### src/hw/cwc_defs.svh
// How it works
// - Generator runs only while enable bit 7 of main control is one.
// - Load request copies both dead-band counts after falling then rising data edge.
// - Mode field picks steering, full-bridge, half-bridge or push-pull; 110/111 reserved.
// - Bit 5 of second control register reads selected data input level.
// - Each polarity flag set to one inverts its output.
// - Clock-select one picks internal fast oscillator rate, zero the system clock.
// - Input source field picks one of eight data waveforms.
// - Steering enabled output carries data waveform with its polarity.
// - Steering disabled output drives its override bit, polarity ignored.
// - Dead-band count n delays edge n-1 to n periods; zero bypasses.
// - Shutdown pair codes: 11 one, 10 zero, 01 float, 00 inactive level.
// - Shutdown is level held while an enabled source stays active.
// - Auto-restart clears shutdown; outputs resume on next data rising edge.
`ifndef CWC_DEFS_SVH
`define CWC_DEFS_SVH

`define CWC_IDX_CLK   14'h0F36
`define CWC_IDX_SRC   14'h0F37
`define CWC_IDX_RDB   14'h0F38
`define CWC_IDX_FDB   14'h0F39
`define CWC_IDX_CON0  14'h0F3A
`define CWC_IDX_CON1  14'h0F3B
`define CWC_IDX_AS0   14'h0F3C
`define CWC_IDX_AS1   14'h0F3D
`define CWC_IDX_STR   14'h0F3E
`define CWC_IDX_STAT  14'h0F40
`define CWC_IDX_MASK  14'h0F41

`define CWC_EN_BIT    7
`define CWC_LOAD_BIT  6
`define CWC_IN_BIT    5
`define CWC_SD_BIT    7
`define CWC_REN_BIT   6

`define CWC_MASK_CLK  8'h01
`define CWC_MASK_SRC  8'h07
`define CWC_MASK_DB   8'h3F
`define CWC_MASK_CON0 8'hC7
`define CWC_MASK_CON1 8'h0F
`define CWC_MASK_AS0  8'hFC
`define CWC_MASK_INT  8'h03

`define CWC_RST_AS0   8'h14
`define CWC_RST_BD    2'h1
`define CWC_RST_AC    2'h1
`define CWC_RST_ZERO  8'h00

`define CWC_MODE_ASTEER 3'h0
`define CWC_MODE_SSTEER 3'h1
`define CWC_MODE_FWD    3'h2
`define CWC_MODE_REV    3'h3
`define CWC_MODE_HALF   3'h4
`define CWC_MODE_PP     3'h5

`define CWC_SD_LOW_MASK 8'hE1
`define CWC_FAST_DIV    4'h4

`define CWC_RESP_OKAY   2'h0
`define CWC_RESP_SLVERR 2'h2

`endif

### src/hw/cwc_pkg.sv
package cwc_pkg;

  typedef enum logic [1:0] {
    LOAD_IDLE,
    LOAD_ARMED,
    LOAD_FELL
  } cwc_load_t;

  typedef struct packed {
    logic [3:0] level;
    logic [3:0] oe;
  } cwc_pins_t;

  typedef struct packed {
    logic [5:0] rise;
    logic [5:0] fall;
  } cwc_db_t;

endpackage : cwc_pkg

### src/hw/cwc_deadband.sv
`timescale 1ns/1ns
`default_nettype none
// Delays the rising edge of sig by count ticks; falling edge clears q on the next clock.
module cwc_deadband (
  input  wire logic       aclk,
  input  wire logic       aresetn,
  input  wire logic       tick,
  input  wire logic       sig,
  input  wire logic [5:0] count,
  output logic            q
);

  logic [5:0] cnt_reg;
  logic       q_reg;
  wire        done = tick & (cnt_reg == count - 6'h01);

  // Tick phase is free running, so the delay lands between n-1 and n periods
  always_ff @(posedge aclk) begin
    if (!aresetn) begin
      cnt_reg <= 6'h00;
      q_reg   <= 1'b0;
    end else if (!sig) begin
      cnt_reg <= 6'h00;
      q_reg   <= 1'b0;
    end else if (!q_reg) begin
      q_reg   <= done;
      cnt_reg <= tick ? cnt_reg + 6'h01 : cnt_reg;
    end
  end

  assign q = (count == 6'h00) ? sig : q_reg;

endmodule : cwc_deadband
`default_nettype wire

### src/hw/cwc_top.sv
`timescale 1ns/1ns
`default_nettype none
`include "cwc_defs.svh"
module cwc_top
  import cwc_pkg::*;
(
  input  wire logic        aclk,
  input  wire logic        aresetn,
  input  wire logic [15:0] s_axi_awaddr,
  input  wire logic        s_axi_awvalid,
  output logic             s_axi_awready,
  input  wire logic [31:0] s_axi_wdata,
  input  wire logic [3:0]  s_axi_wstrb,
  input  wire logic        s_axi_wvalid,
  output logic             s_axi_wready,
  output logic [1:0]       s_axi_bresp,
  output logic             s_axi_bvalid,
  input  wire logic        s_axi_bready,
  input  wire logic [15:0] s_axi_araddr,
  input  wire logic        s_axi_arvalid,
  output logic             s_axi_arready,
  output logic [31:0]      s_axi_rdata,
  output logic [1:0]       s_axi_rresp,
  output logic             s_axi_rvalid,
  input  wire logic        s_axi_rready,
  input  wire logic [7:0]  data_src_in,
  input  wire logic [7:0]  shutdown_src_in,
  output var cwc_pins_t    pins_out,
  output logic             irq
);

  // ---------------- Input synchronisers ----------------
  logic [15:0] sync1_reg;
  logic [15:0] sync2_reg;
  logic [15:0] sync3_reg;
  logic [15:0] filt_reg;

  always_ff @(posedge aclk) begin
    if (!aresetn) begin
      sync1_reg <= 16'h0000;
      sync2_reg <= 16'h0000;
      sync3_reg <= 16'h0000;
    end else begin
      sync1_reg <= {shutdown_src_in, data_src_in};
      sync2_reg <= sync1_reg;
      sync3_reg <= sync2_reg;
    end
  end

  genvar gi;
  generate
    for (gi = 0; gi < 16; gi++) begin : g_filt
      // Level only moves once two late stages agree
      always_ff @(posedge aclk) begin
        if (!aresetn) begin
          filt_reg[gi] <= 1'b0;
        end else if (sync2_reg[gi] == sync3_reg[gi]) begin
          filt_reg[gi] <= sync3_reg[gi];
        end
      end
    end
  endgenerate

  // ---------------- Registers ----------------
  logic          cs_reg;
  logic [2:0]    src_sel_reg;
  cwc_db_t       db_reg;
  cwc_db_t       db_act_reg;
  logic          en_reg;
  logic          load_req_reg;
  logic [2:0]    mode_reg;
  logic [3:0]    pol_reg;
  logic          sd_reg;
  logic          ren_reg;
  logic [1:0]    bd_code_reg;
  logic [1:0]    ac_code_reg;
  logic [7:0]    ase_reg;
  logic [7:0]    str_reg;
  logic [3:0]    str_act_reg;
  logic [1:0]    stat_reg;
  logic [1:0]    mask_reg;
  cwc_load_t     load_state_reg;
  logic          data_prev_reg;
  logic          hold_reg;
  logic          phase_reg;
  logic [3:0]    div_reg;
  logic          div_tick_reg;

  // ---------------- AXI4-Lite write path ----------------
  logic [13:0] aw_idx_reg;
  logic [7:0]  wdat_reg;
  logic        wstrb_reg;

  wire wr_fire  = !s_axi_awready & !s_axi_wready & !s_axi_bvalid;
  wire wr_ok    = wr_fire & wstrb_reg;
  wire we_clk   = wr_ok & (aw_idx_reg == `CWC_IDX_CLK);
  wire we_src   = wr_ok & (aw_idx_reg == `CWC_IDX_SRC);
  wire we_rdb   = wr_ok & (aw_idx_reg == `CWC_IDX_RDB);
  wire we_fdb   = wr_ok & (aw_idx_reg == `CWC_IDX_FDB);
  wire we_con0  = wr_ok & (aw_idx_reg == `CWC_IDX_CON0);
  wire we_con1  = wr_ok & (aw_idx_reg == `CWC_IDX_CON1);
  wire we_as0   = wr_ok & (aw_idx_reg == `CWC_IDX_AS0);
  wire we_as1   = wr_ok & (aw_idx_reg == `CWC_IDX_AS1);
  wire we_str   = wr_ok & (aw_idx_reg == `CWC_IDX_STR);
  wire we_stat  = wr_ok & (aw_idx_reg == `CWC_IDX_STAT);
  wire we_mask  = wr_ok & (aw_idx_reg == `CWC_IDX_MASK);
  wire wr_hit   = (aw_idx_reg >= `CWC_IDX_CLK) & (aw_idx_reg <= `CWC_IDX_STR)
                | (aw_idx_reg == `CWC_IDX_STAT) | (aw_idx_reg == `CWC_IDX_MASK);

  always_ff @(posedge aclk) begin
    if (!aresetn) begin
      s_axi_awready <= 1'b1;
      s_axi_wready  <= 1'b1;
      s_axi_bvalid  <= 1'b0;
      s_axi_bresp   <= `CWC_RESP_OKAY;
      aw_idx_reg    <= 14'h0000;
      wdat_reg      <= 8'h00;
      wstrb_reg     <= 1'b0;
    end else begin
      if (s_axi_awvalid && s_axi_awready) begin
        s_axi_awready <= 1'b0;
        aw_idx_reg    <= s_axi_awaddr[15:2];
      end
      if (s_axi_wvalid && s_axi_wready) begin
        s_axi_wready <= 1'b0;
        wdat_reg     <= s_axi_wdata[7:0];
        wstrb_reg    <= s_axi_wstrb[0];
      end
      if (wr_fire) begin
        s_axi_bvalid  <= 1'b1;
        s_axi_bresp   <= wr_hit ? `CWC_RESP_OKAY : `CWC_RESP_SLVERR;
        s_axi_awready <= 1'b1;
        s_axi_wready  <= 1'b1;
      end else if (s_axi_bvalid && s_axi_bready) begin
        s_axi_bvalid <= 1'b0;
      end
    end
  end

  // ---------------- Selected data input and edges ----------------
  wire data_lvl  = filt_reg[src_sel_reg];
  wire data_rise = data_lvl & !data_prev_reg;
  wire data_fall = !data_lvl & data_prev_reg;

  // ---------------- AXI4-Lite read path ----------------
  wire [13:0] rd_idx = s_axi_araddr[15:2];
  wire [7:0]  rv_con0 = {en_reg, load_req_reg, 3'h0, mode_reg};
  wire [7:0]  rv_con1 = {2'h0, data_lvl, 1'h0, pol_reg};
  wire [7:0]  rv_as0  = {sd_reg, ren_reg, bd_code_reg, ac_code_reg, 2'h0};
  wire        rd_hit;
  wire [7:0]  rd_val;

  // Unused bit positions are built as zeros here
  assign {rd_hit, rd_val} =
      (rd_idx == `CWC_IDX_CLK)  ? {1'b1, 7'h00, cs_reg} :
      (rd_idx == `CWC_IDX_SRC)  ? {1'b1, 5'h00, src_sel_reg} :
      (rd_idx == `CWC_IDX_RDB)  ? {1'b1, 2'h0, db_reg.rise} :
      (rd_idx == `CWC_IDX_FDB)  ? {1'b1, 2'h0, db_reg.fall} :
      (rd_idx == `CWC_IDX_CON0) ? {1'b1, rv_con0} :
      (rd_idx == `CWC_IDX_CON1) ? {1'b1, rv_con1} :
      (rd_idx == `CWC_IDX_AS0)  ? {1'b1, rv_as0} :
      (rd_idx == `CWC_IDX_AS1)  ? {1'b1, ase_reg} :
      (rd_idx == `CWC_IDX_STR)  ? {1'b1, str_reg} :
      (rd_idx == `CWC_IDX_STAT) ? {1'b1, 6'h00, stat_reg} :
      (rd_idx == `CWC_IDX_MASK) ? {1'b1, 6'h00, mask_reg} :
      9'h000;

  always_ff @(posedge aclk) begin
    if (!aresetn) begin
      s_axi_arready <= 1'b1;
      s_axi_rvalid  <= 1'b0;
      s_axi_rdata   <= 32'h00000000;
      s_axi_rresp   <= `CWC_RESP_OKAY;
    end else if (s_axi_arvalid && s_axi_arready) begin
      s_axi_arready <= 1'b0;
      s_axi_rvalid  <= 1'b1;
      s_axi_rdata   <= {24'h000000, rd_val};
      s_axi_rresp   <= rd_hit ? `CWC_RESP_OKAY : `CWC_RESP_SLVERR;
    end else if (s_axi_rvalid && s_axi_rready) begin
      s_axi_rvalid  <= 1'b0;
      s_axi_arready <= 1'b1;
    end
  end

  // ---------------- Plain configuration registers ----------------
  wire [7:0] wd = wdat_reg;

  always_ff @(posedge aclk) begin
    if (!aresetn) begin
      cs_reg   <= 1'b0;
      src_sel_reg <= 3'h0;
      db_reg   <= '0;
      en_reg   <= 1'b0;
      mode_reg <= 3'h0;
      pol_reg  <= 4'h0;
      ren_reg  <= 1'b0;
      bd_code_reg <= `CWC_RST_BD;
      ac_code_reg <= `CWC_RST_AC;
      ase_reg  <= `CWC_RST_ZERO;
      str_reg  <= `CWC_RST_ZERO;
      mask_reg <= 2'h0;
    end else begin
      if (we_clk)  cs_reg  <= wd[0];
      if (we_src)  src_sel_reg <= wd[2:0];
      if (we_rdb)  db_reg.rise <= wd[5:0];
      if (we_fdb)  db_reg.fall <= wd[5:0];
      if (we_con0) en_reg   <= wd[`CWC_EN_BIT];
      if (we_con0) mode_reg <= wd[2:0];
      if (we_con1) pol_reg  <= wd[3:0];
      if (we_as0)  {ren_reg, bd_code_reg, ac_code_reg} <= wd[6:2];
      if (we_as1)  ase_reg  <= wd;
      if (we_str)  str_reg  <= wd;
      if (we_mask) mask_reg <= wd[1:0];
    end
  end

  // ---------------- Generator clock rate ----------------
  // Fast oscillator is modelled as an enable; it needs no system sleep clock
  always_ff @(posedge aclk) begin
    if (!aresetn) begin
      div_reg      <= 4'h0;
      div_tick_reg <= 1'b0;
    end else begin
      div_reg      <= (div_reg == `CWC_FAST_DIV - 4'h1) ? 4'h0 : div_reg + 4'h1;
      div_tick_reg <= (div_reg == `CWC_FAST_DIV - 4'h1);
    end
  end

  wire gen_tick = cs_reg ? div_tick_reg : 1'b1;

  // ---------------- Dead-band buffer load ----------------
  wire load_now  = (load_state_reg == LOAD_FELL) & data_rise & en_reg & load_req_reg;
  wire load_set  = we_con0 & wd[`CWC_LOAD_BIT] & en_reg;
  wire load_next = load_set | (load_req_reg & !load_now & !we_con0);

  always_ff @(posedge aclk) begin
    if (!aresetn) begin
      load_req_reg   <= 1'b0;
      load_state_reg <= LOAD_IDLE;
      db_act_reg     <= '0;
    end else begin
      load_req_reg <= load_next;
      if (!en_reg) begin
        load_state_reg <= LOAD_IDLE;
        db_act_reg     <= db_reg;
      end else begin
        case (load_state_reg)
          LOAD_IDLE:  if (load_req_reg) load_state_reg <= LOAD_ARMED;
          LOAD_ARMED: if (data_fall) load_state_reg <= LOAD_FELL;
          LOAD_FELL: begin
            if (load_now) begin
              db_act_reg     <= db_reg;
            end
            if (!load_req_reg || data_rise) load_state_reg <= LOAD_IDLE;
          end
          default:    load_state_reg <= LOAD_IDLE;
        endcase
      end
    end
  end

  // ---------------- Shutdown ----------------
  wire [7:0] sd_active = filt_reg[15:8] ^ `CWC_SD_LOW_MASK;
  wire       sd_cond   = |(ase_reg & sd_active);
  wire       sd_next   = sd_cond ? 1'b1 :
                         we_as0  ? wd[`CWC_SD_BIT] :
                         ren_reg ? 1'b0 : sd_reg;
  wire       sd_event  = sd_next & !sd_reg;

  always_ff @(posedge aclk) begin
    if (!aresetn) begin
      sd_reg        <= 1'b0;
      hold_reg      <= 1'b1;
      data_prev_reg <= 1'b0;
      phase_reg     <= 1'b0;
      str_act_reg   <= 4'h0;
    end else begin
      sd_reg        <= sd_next;
      data_prev_reg <= data_lvl;
      // Start-up also waits for a data rising edge
      if (sd_next) begin
        hold_reg <= 1'b1;
      end else if (data_rise && !sd_reg) begin
        hold_reg <= 1'b0;
      end
      if (data_rise) phase_reg <= !phase_reg;
      if (mode_reg != `CWC_MODE_SSTEER || data_rise) begin
        str_act_reg <= str_reg[3:0];
      end
    end
  end

  // ---------------- Interrupt ----------------
  wire [1:0] stat_set = {load_now, sd_event};
  wire [1:0] stat_clr = we_stat ? wd[1:0] : 2'h0;

  always_ff @(posedge aclk) begin
    if (!aresetn) begin
      stat_reg <= 2'h0;
      irq      <= 1'b0;
    end else begin
      stat_reg <= (stat_reg & ~stat_clr) | stat_set;
      irq      <= |(((stat_reg & ~stat_clr) | stat_set) & mask_reg);
    end
  end

  // ---------------- Waveform ----------------
  logic rise_q;
  logic fall_q;

  cwc_deadband u_db_rise (
    .aclk    (aclk),
    .aresetn (aresetn),
    .tick    (gen_tick),
    .sig     (data_lvl),
    .count   (db_act_reg.rise),
    .q       (rise_q)
  );

  cwc_deadband u_db_fall (
    .aclk    (aclk),
    .aresetn (aresetn),
    .tick    (gen_tick),
    .sig     (!data_lvl),
    .count   (db_act_reg.fall),
    .q       (fall_q)
  );

  wire       steer   = (mode_reg == `CWC_MODE_ASTEER) | (mode_reg == `CWC_MODE_SSTEER);
  wire [3:0] str_eff = (mode_reg == `CWC_MODE_SSTEER) ? str_act_reg : str_reg[3:0];
  wire [3:0] ovr     = str_reg[7:4];
  wire [3:0] wave =
      (mode_reg == `CWC_MODE_HALF) ? {fall_q, rise_q, fall_q, rise_q} :
      (mode_reg == `CWC_MODE_PP)   ? {rise_q & !phase_reg, rise_q & phase_reg,
                                      rise_q & !phase_reg, rise_q & phase_reg} :
      (mode_reg == `CWC_MODE_FWD)  ? {rise_q, 1'b0, 1'b0, 1'b1} :
      (mode_reg == `CWC_MODE_REV)  ? {1'b0, 1'b1, rise_q, 1'b0} :
      4'h0;

  generate
    for (gi = 0; gi < 4; gi++) begin : g_out
      // Odd outputs (B, D) share one shutdown code, even ones (A, C) the other
      wire [1:0] pair_code = gi[0] ? bd_code_reg : ac_code_reg;
      wire       run_lvl   = !steer ? wave[gi] ^ pol_reg[gi] :
                             str_eff[gi] ? data_lvl ^ pol_reg[gi] :
                             ovr[gi];
      always_ff @(posedge aclk) begin
        if (!aresetn) begin
          pins_out.level[gi] <= 1'b0;
          pins_out.oe[gi]    <= 1'b0;
        end else if (hold_reg || sd_reg) begin
          pins_out.oe[gi]    <= (pair_code != 2'h1);
          pins_out.level[gi] <= pair_code[1] ? pair_code[0] : pol_reg[gi];
        end else if (!en_reg) begin
          pins_out.oe[gi]    <= 1'b0;
          pins_out.level[gi] <= 1'b0;
        end else begin
          pins_out.oe[gi]    <= 1'b1;
          pins_out.level[gi] <= run_lvl;
        end
      end
    end
  endgenerate

endmodule : cwc_top
`default_nettype wire

### config.mk
export PLATFORM = sky130hd
export DESIGN_NAME = cwc_top
export DESIGN_NICKNAME = d
export VERILOG_FILES = /design/src/hw/cwc_pkg.sv /design/src/hw/cwc_deadband.sv /design/src/hw/cwc_top.sv
export VERILOG_INCLUDE_DIRS = /design/src /design/src/hw
export SDC_FILE = /design/constraint.sdc
export NUM_CORES = 1
export LEC_CHECK = 0
export BUFFER_PORTS_ARGS = -buffer_cell sky130_fd_sc_hd__clkbuf_2
export CAP_MARGIN = 20
export CORE_AREA = 2 2 153 155
export DETAILED_ROUTE_END_ITERATION = 8
export DIE_AREA = 0 0 155 157
export PLACE_DENSITY = 0.63
export SETUP_SLACK_MARGIN = 0.15
export SKIP_LAST_GASP = 1
export SLEW_MARGIN = 5
export SYNTH_ARGS = -nofsm -noshare
export SYNTH_HDL_FRONTEND = slang
export SYNTH_SLANG_ARGS = --single-unit
### constraint.sdc
create_clock -name aclk -period 5 [get_ports aclk]
set_clock_uncertainty 0.2 [all_clocks]
set_input_delay 1 -clock aclk [delete_from_list [all_inputs] [get_ports aclk]]
set_output_delay 1 -clock aclk [all_outputs]
set_load 0.05 [all_outputs]
## Yosys cells after proc, flatten, opt, wreduce, memory -nomap -nowiden

Index checks and enable logic that the tools add are counted.

| cells by class | value |
|---|---|
| order comparisons | 3 |
| reduce and logical (&&, ||, !) cells | 37 |
| bitwise gates (word level) | 50 |
| muxes and demuxes | 65 |
| equal/unequal tests | 56 |
| add/sub/neg operators | 5 |

Operators with widths:

| operator | count |
|---|---|
| 14-bit by 12-bit equality test with 1-bit output (second input constant) | 22 |
| 9-bit 2-to-1 mux | 11 |
| 1-bit 2-to-1 mux | 38 |
| 12-bit 2-to-1 mux | 3 |
| 1-bit bitwise AND | 29 |
| 1-bit equality test | 16 |
| 4-bit 2-to-1 mux | 4 |
| 14-bit by 12-bit >= comparator with 1-bit output (second input constant) | 1 |
| 14-bit by 12-bit less-or-equal comparator with 1-bit output (second input constant) | 1 |
| 6-bit by 1-bit adder with 6-bit output (second input constant) | 2 |
| 6-bit equality test | 2 |
| 6-bit logical NOT | 2 |
| 2-bit 2-to-1 mux | 6 |
| 6-bit by 1-bit subtractor with 6-bit output (second input constant) | 2 |
| 1-bit logical NOT | 10 |
| 2-bit by 1-bit != test with 1-bit output (second input constant) | 5 |
| 2-bit AND reduction | 5 |
| 2-bit OR reduction | 5 |
| 8-bit bitwise AND | 1 |
| 8-bit OR reduction | 1 |
| 1-bit XOR | 8 |
| 3-bit by 2-bit equality test with 1-bit output (second input constant) | 2 |
| 3-bit equality test (second input constant) | 2 |
| 1-bit logical AND | 6 |
| 22 further kinds | 32 |

| word-level totals | value |
|---|---|
| register bits after elaboration | 202 |
| input bits | 91 |
| word-level logic and storage cells | 282 |
| output and inout bits | 50 |

## Longest topological paths before layout

| logic depth | value |
|---|---|
| depth in word-level cells | 13 |
| depth in mapped cells | 9 |
| mapped depth without buffers | 8 |

## Modules after synthesis

A second synthesis with hierarchy kept.

| unflattened totals | value |
|---|---|
| cell total of the unflattened synthesis | 1007 |
| area total of the unflattened synthesis | 9178.8 um^2 |

Modules (own cells, without submodules):

| module | cells an instance | times used | sequential area each (um^2) | area an instance (um^2) |
|---|---|---|---|---|
| cwc_top | 895 | 1 | 3723.6 | 8207.9 |
| cwc_deadband | 56 | 2 | 140.1 | 485.5 |

## Worst setup path after synthesis

OpenSTA, ideal clock, no wires.

| timing path | value |
|---|---|
| kind | input -> register |
| start point | input port s_axi_araddr[15] |
| end point | register s_axi_rdata[5] |
| data required time | 4.683 ns |
| buffers on the path | 1 |
| stages | 5 |
| library setup time | 0.117 ns |
| data arrival time | 2.523 ns |
| path slack | 2.159 ns |
| cell sequence | or2_1 -> or4_1 -> buf_2 -> or4_1 -> a32o_1 |

| on the way | value |
|---|---|
| cells in the longest elaborated chain, start to end | 11 |
| elaborated cells on any way between the ends | 20 |
| those cells by class | 10 x eq/ne; 10 x mux |

RTL lines:

| element | RTL line | RTL |
|---|---|---|
| start: declaration | cwc_top.sv:19 | `input wire logic [15:0] s_axi_araddr,` |
| 14-bit by 12-bit equality test with 1-bit output (no source line) | - |  |
| 9-bit 2-to-1 mux | cwc_top.sv:164 | `` (rd_idx == `CWC_IDX_STAT) ? {1'b1, 6'h00, stat_reg} : `` |
| 9-bit 2-to-1 mux | cwc_top.sv:163 | `` (rd_idx == `CWC_IDX_STR) ? {1'b1, str_reg} : `` |
| 9-bit 2-to-1 mux | cwc_top.sv:162 | `` (rd_idx == `CWC_IDX_AS1) ? {1'b1, ase_reg} : `` |
| 9-bit 2-to-1 mux | cwc_top.sv:161 | `` (rd_idx == `CWC_IDX_AS0) ? {1'b1, rv_as0} : `` |
| 9-bit 2-to-1 mux | cwc_top.sv:160 | `` (rd_idx == `CWC_IDX_CON1) ? {1'b1, rv_con1} : `` |
| 9-bit 2-to-1 mux | cwc_top.sv:159 | `` (rd_idx == `CWC_IDX_CON0) ? {1'b1, rv_con0} : `` |
| 9-bit 2-to-1 mux | cwc_top.sv:158 | `` (rd_idx == `CWC_IDX_FDB) ? {1'b1, 2'h0, db_reg.fall} : `` |
| 9-bit 2-to-1 mux | cwc_top.sv:157 | `` (rd_idx == `CWC_IDX_RDB) ? {1'b1, 2'h0, db_reg.rise} : `` |
| 9-bit 2-to-1 mux | cwc_top.sv:156 | `` (rd_idx == `CWC_IDX_SRC) ? {1'b1, 5'h00, src_sel_reg} : `` |
| 9-bit 2-to-1 mux * | cwc_top.sv:155 | `` (rd_idx == `CWC_IDX_CLK) ? {1'b1, 7'h00, cs_reg} : `` |
| end signal: assignment | cwc_top.sv:177 | `s_axi_rdata <= {24'h000000, rd_val};` |
| end: declaration | cwc_top.sv:22 | `output logic [31:0] s_axi_rdata,` |

Mark *: on every way between the ends. The rest lies on a longest branch, timed or not.
A chain may end at the register's enable or synchronous reset.

## Worst setup path in the final report

| timing path | value |
|---|---|
| start point | input port s_axi_araddr[9] |
| end point | register s_axi_rdata[4] |

The elaborated chain is that of the path after synthesis.

==> results.yml <==
final_layout:
  finish.cell_count_without_fillers: 1380
  layout.filler_cells: 2203
  area_growth_syn_to_layout_pct: 11.82
  final_layout_size_suffix_gt1_share_pct: 13.33
  antenna_cells_inserted: 0
  num-nets-final: 1180
grt:
  residual_overflow_from_global_routing: 0
  global_route_wire_length_before_repair_um: 33670
  grt_max_degree: 70
  grt_antenna_before_repair: 0
  first_global_vias: 6408
  grt_util_all_layers_pct: 17.52
synthesis:
  postSynth.asyncResetShare_pct: 0
  ys_seq_elements: 200
  synth_top_area_cells: "dfxtp_1, mux2i_1, nand2_1"
  synthesis.instances: 1032
  yosys_warnings: 0
  post_synth_instance_area_um2: 8882
  synth_cell_types: 75
  synthDominantCellAreaShare_pct: 45.08
  postSynthAreaPerCell_um2: 8.607
  synth_largest_area_cell: "dfxtp_1"
  seq_area_frac_synth_pct: 45.08
  netlist_top_cells_count: "dfxtp_1, nand2_1, nor2_1"
  synth.most_common_cell: "dfxtp_1"
  synth-edff-count: 0
  postSynth.topFlopCell: "dfxtp_1"
hold_path:
  hold_crit_start: "sync1_reg[11]"
  hp-class: "flop to flop"
drt:
  wl_per_cell_um: 15.23
  routed_via_density: 5.180
  detailroute.via_count: 7148
  totalWireLength_um: 21020
  dr.pass1.iters: 5
  first_iter_violations: 479
  antenna_left: 0
  post-route-drc-count: 0
setup_path:
  critical_path_class: "primary input to flop"
  worstPathArrival_ps: 3000
  critPathLaunch: "s_axi_araddr[9]"
  critical_path_required_ps: 5160
  r2r_start: "src_sel_reg[0]"
  startpoint_type: "primary input"
  end_kind: "flop"
  timing.critical_path.fanout_max: 6
clock_network:
  post_cts_sizing_count: 0
  clockRootBuffer: "clkbuf_16"
  clk_lat_worst_skew_ps: 440
  postCtsSetupBuffers: 0
  clockBufferDepth: 2
  worst_setup_hold_path_clk_slew_ps: 80
  cts_tree: "done"
  tritoncts_buffer_count: 17
  cts_num_sinks: 200
  cts.hold.buffers_added: 0
  cts_htree_levels: 4
sta:
  fin_tns_setup_ps: 0
  grt_setup_unrepaired: "no"
  count_of_endpoints_failing_hold_in_the_final_timing_report: 0
  minimum_clock_period_after_layout_ps: 2840
  tightest_slew_ps: 1109
  max_freq_ghz: 0.3522
  slew_viol_final: 0
  relSlewSlack_pct: 25.04
  hold_slack_ps: 235.1
  report.final.setup_viol: 0
  post-route-period-util_pct: 56.79
floorplan:
  die_w_um: 155
  initial_utilization_pct: 39.47
  floorplan.core_area_um2: 22500
  num_io_pins: 141
  die_area_um2: 24340
  num_rows: 55
  floorplan.die.height_um: 157
place:
  io_buffer_count: 83
  routabilityCongestion: 0.8855
  place.detailed.hpwl_um: 14810
  placed_cells: 1348
pwr:
  cellPowerDensity_nw_per_um2: 326.7
  power.leakage_nw: 3.814
  ir_drop_mv: 0.2458
  finalPower_mw: 3.244
job:
  cap_viol_max_count: 0
outcome:
  run_status: "completed"
-- layer usage --
layer	GRT usage, %	part of all wire (%)	vias up
li1	-	-	3606
met5	0	0	-
met1	24.74	49	3357
met3	3.634	4.9	26
met2	26.54	44	159
met4	6.085	2.2	0
-- worst paths after layout --
path	to	slack [ps]	cells after the start
setup / recovery	s_axi_rdata[4]	2160	6
setup reg to reg	pins_out[7]	2160	5
hold / removal	sync2_reg[11]	240	1
hold reg to reg	sync2_reg[11]	240	1
-- stage by stage --
| step | util, % | instance area (um^2) | worst slack [ps] |
|---|---|---|---|
| after global placement | 41.44 | 9325 | 1744 |
| final | 44.14 | 9932 | 2160 |
| after global routing | 44.14 | 9932 | 1908 |
| after floorplan | - | 8976 | 2159 |
| after CTS | 44.14 | 9932 | 2147 |
| after detailed placement | 41.46 | 9330 | 1733 |
-- final cells by class --
class                           count  area (um^2)  share of cell area (%)
Inverter                           24        91.34                  0.9196
Clock buffer                       17        425.4                   4.283
Tap cell                          285        356.6                   3.590
Sequential cell                   200         4004                   40.31
Clock inverter                     15        176.4                   1.776
Multi-Input combinational cell    752         4436                   44.66
Timing Repair Buffer               87        442.9                   4.460
-- power by group --
group,total (mW),internal [mW],switching (mW)
Combinational,0.209,0.0603,0.149
Sequential,1.66,1.63,0.0357
Clock,1.37,0.678,0.694
Total,3.24,2.37,0.879
-- placed cells by master (no fill, tap or decap), types with 6 or more instances in the layout --
cell type  synthesis  routed
mux2i_1           66      66
a21oi_1           91      91
nor4_1             7       7
nand3_1           28      28
nor3_1            15      15
nor2b_1           13      13
and2_1            50      50
xnor2_1           16      16
ha_1               7       7
conb_1             1      26
nand4_1            8       8
a31oi_1           13      13
nor2_1           105     105
or3_1              8       8
nand2b_1          17      17
xor2_1            10      10
mux2_2             8       8
nand2_1          132     132
clkbuf_2           0      83
inv_1             23      23
dfxtp_1          200     200
and3_1             6       6
clkbuf_16          0      17
o21ai_0           46      46
o22ai_1            6       6
-- cell families (layout without fill, tap and decap cells) --
logic type               Yosys count  count (layout)  share of synthesized area [%]
AO/OA/AOI/OAI                    202             202                          13.73
adder cells (fa/ha/maj)            7               7                         0.9860
buffers and inverters            105             143                          6.043
multiplexers                      75              75                          8.621
flip-flops                       200             200                          45.08
XOR/XNOR                          26              26                          2.564
AND/OR/NAND/NOR                  416             416                          22.93
other                              1              26                        0.04222
-- worst max-delay path: stages --
cell and delay, ps:
clkbuf_2 100, nor4bb_1 930, nand4_1 430, o32ai_1 240
nand3_1 150, a21oi_1 140
Power figures use the tool's default switching activity.
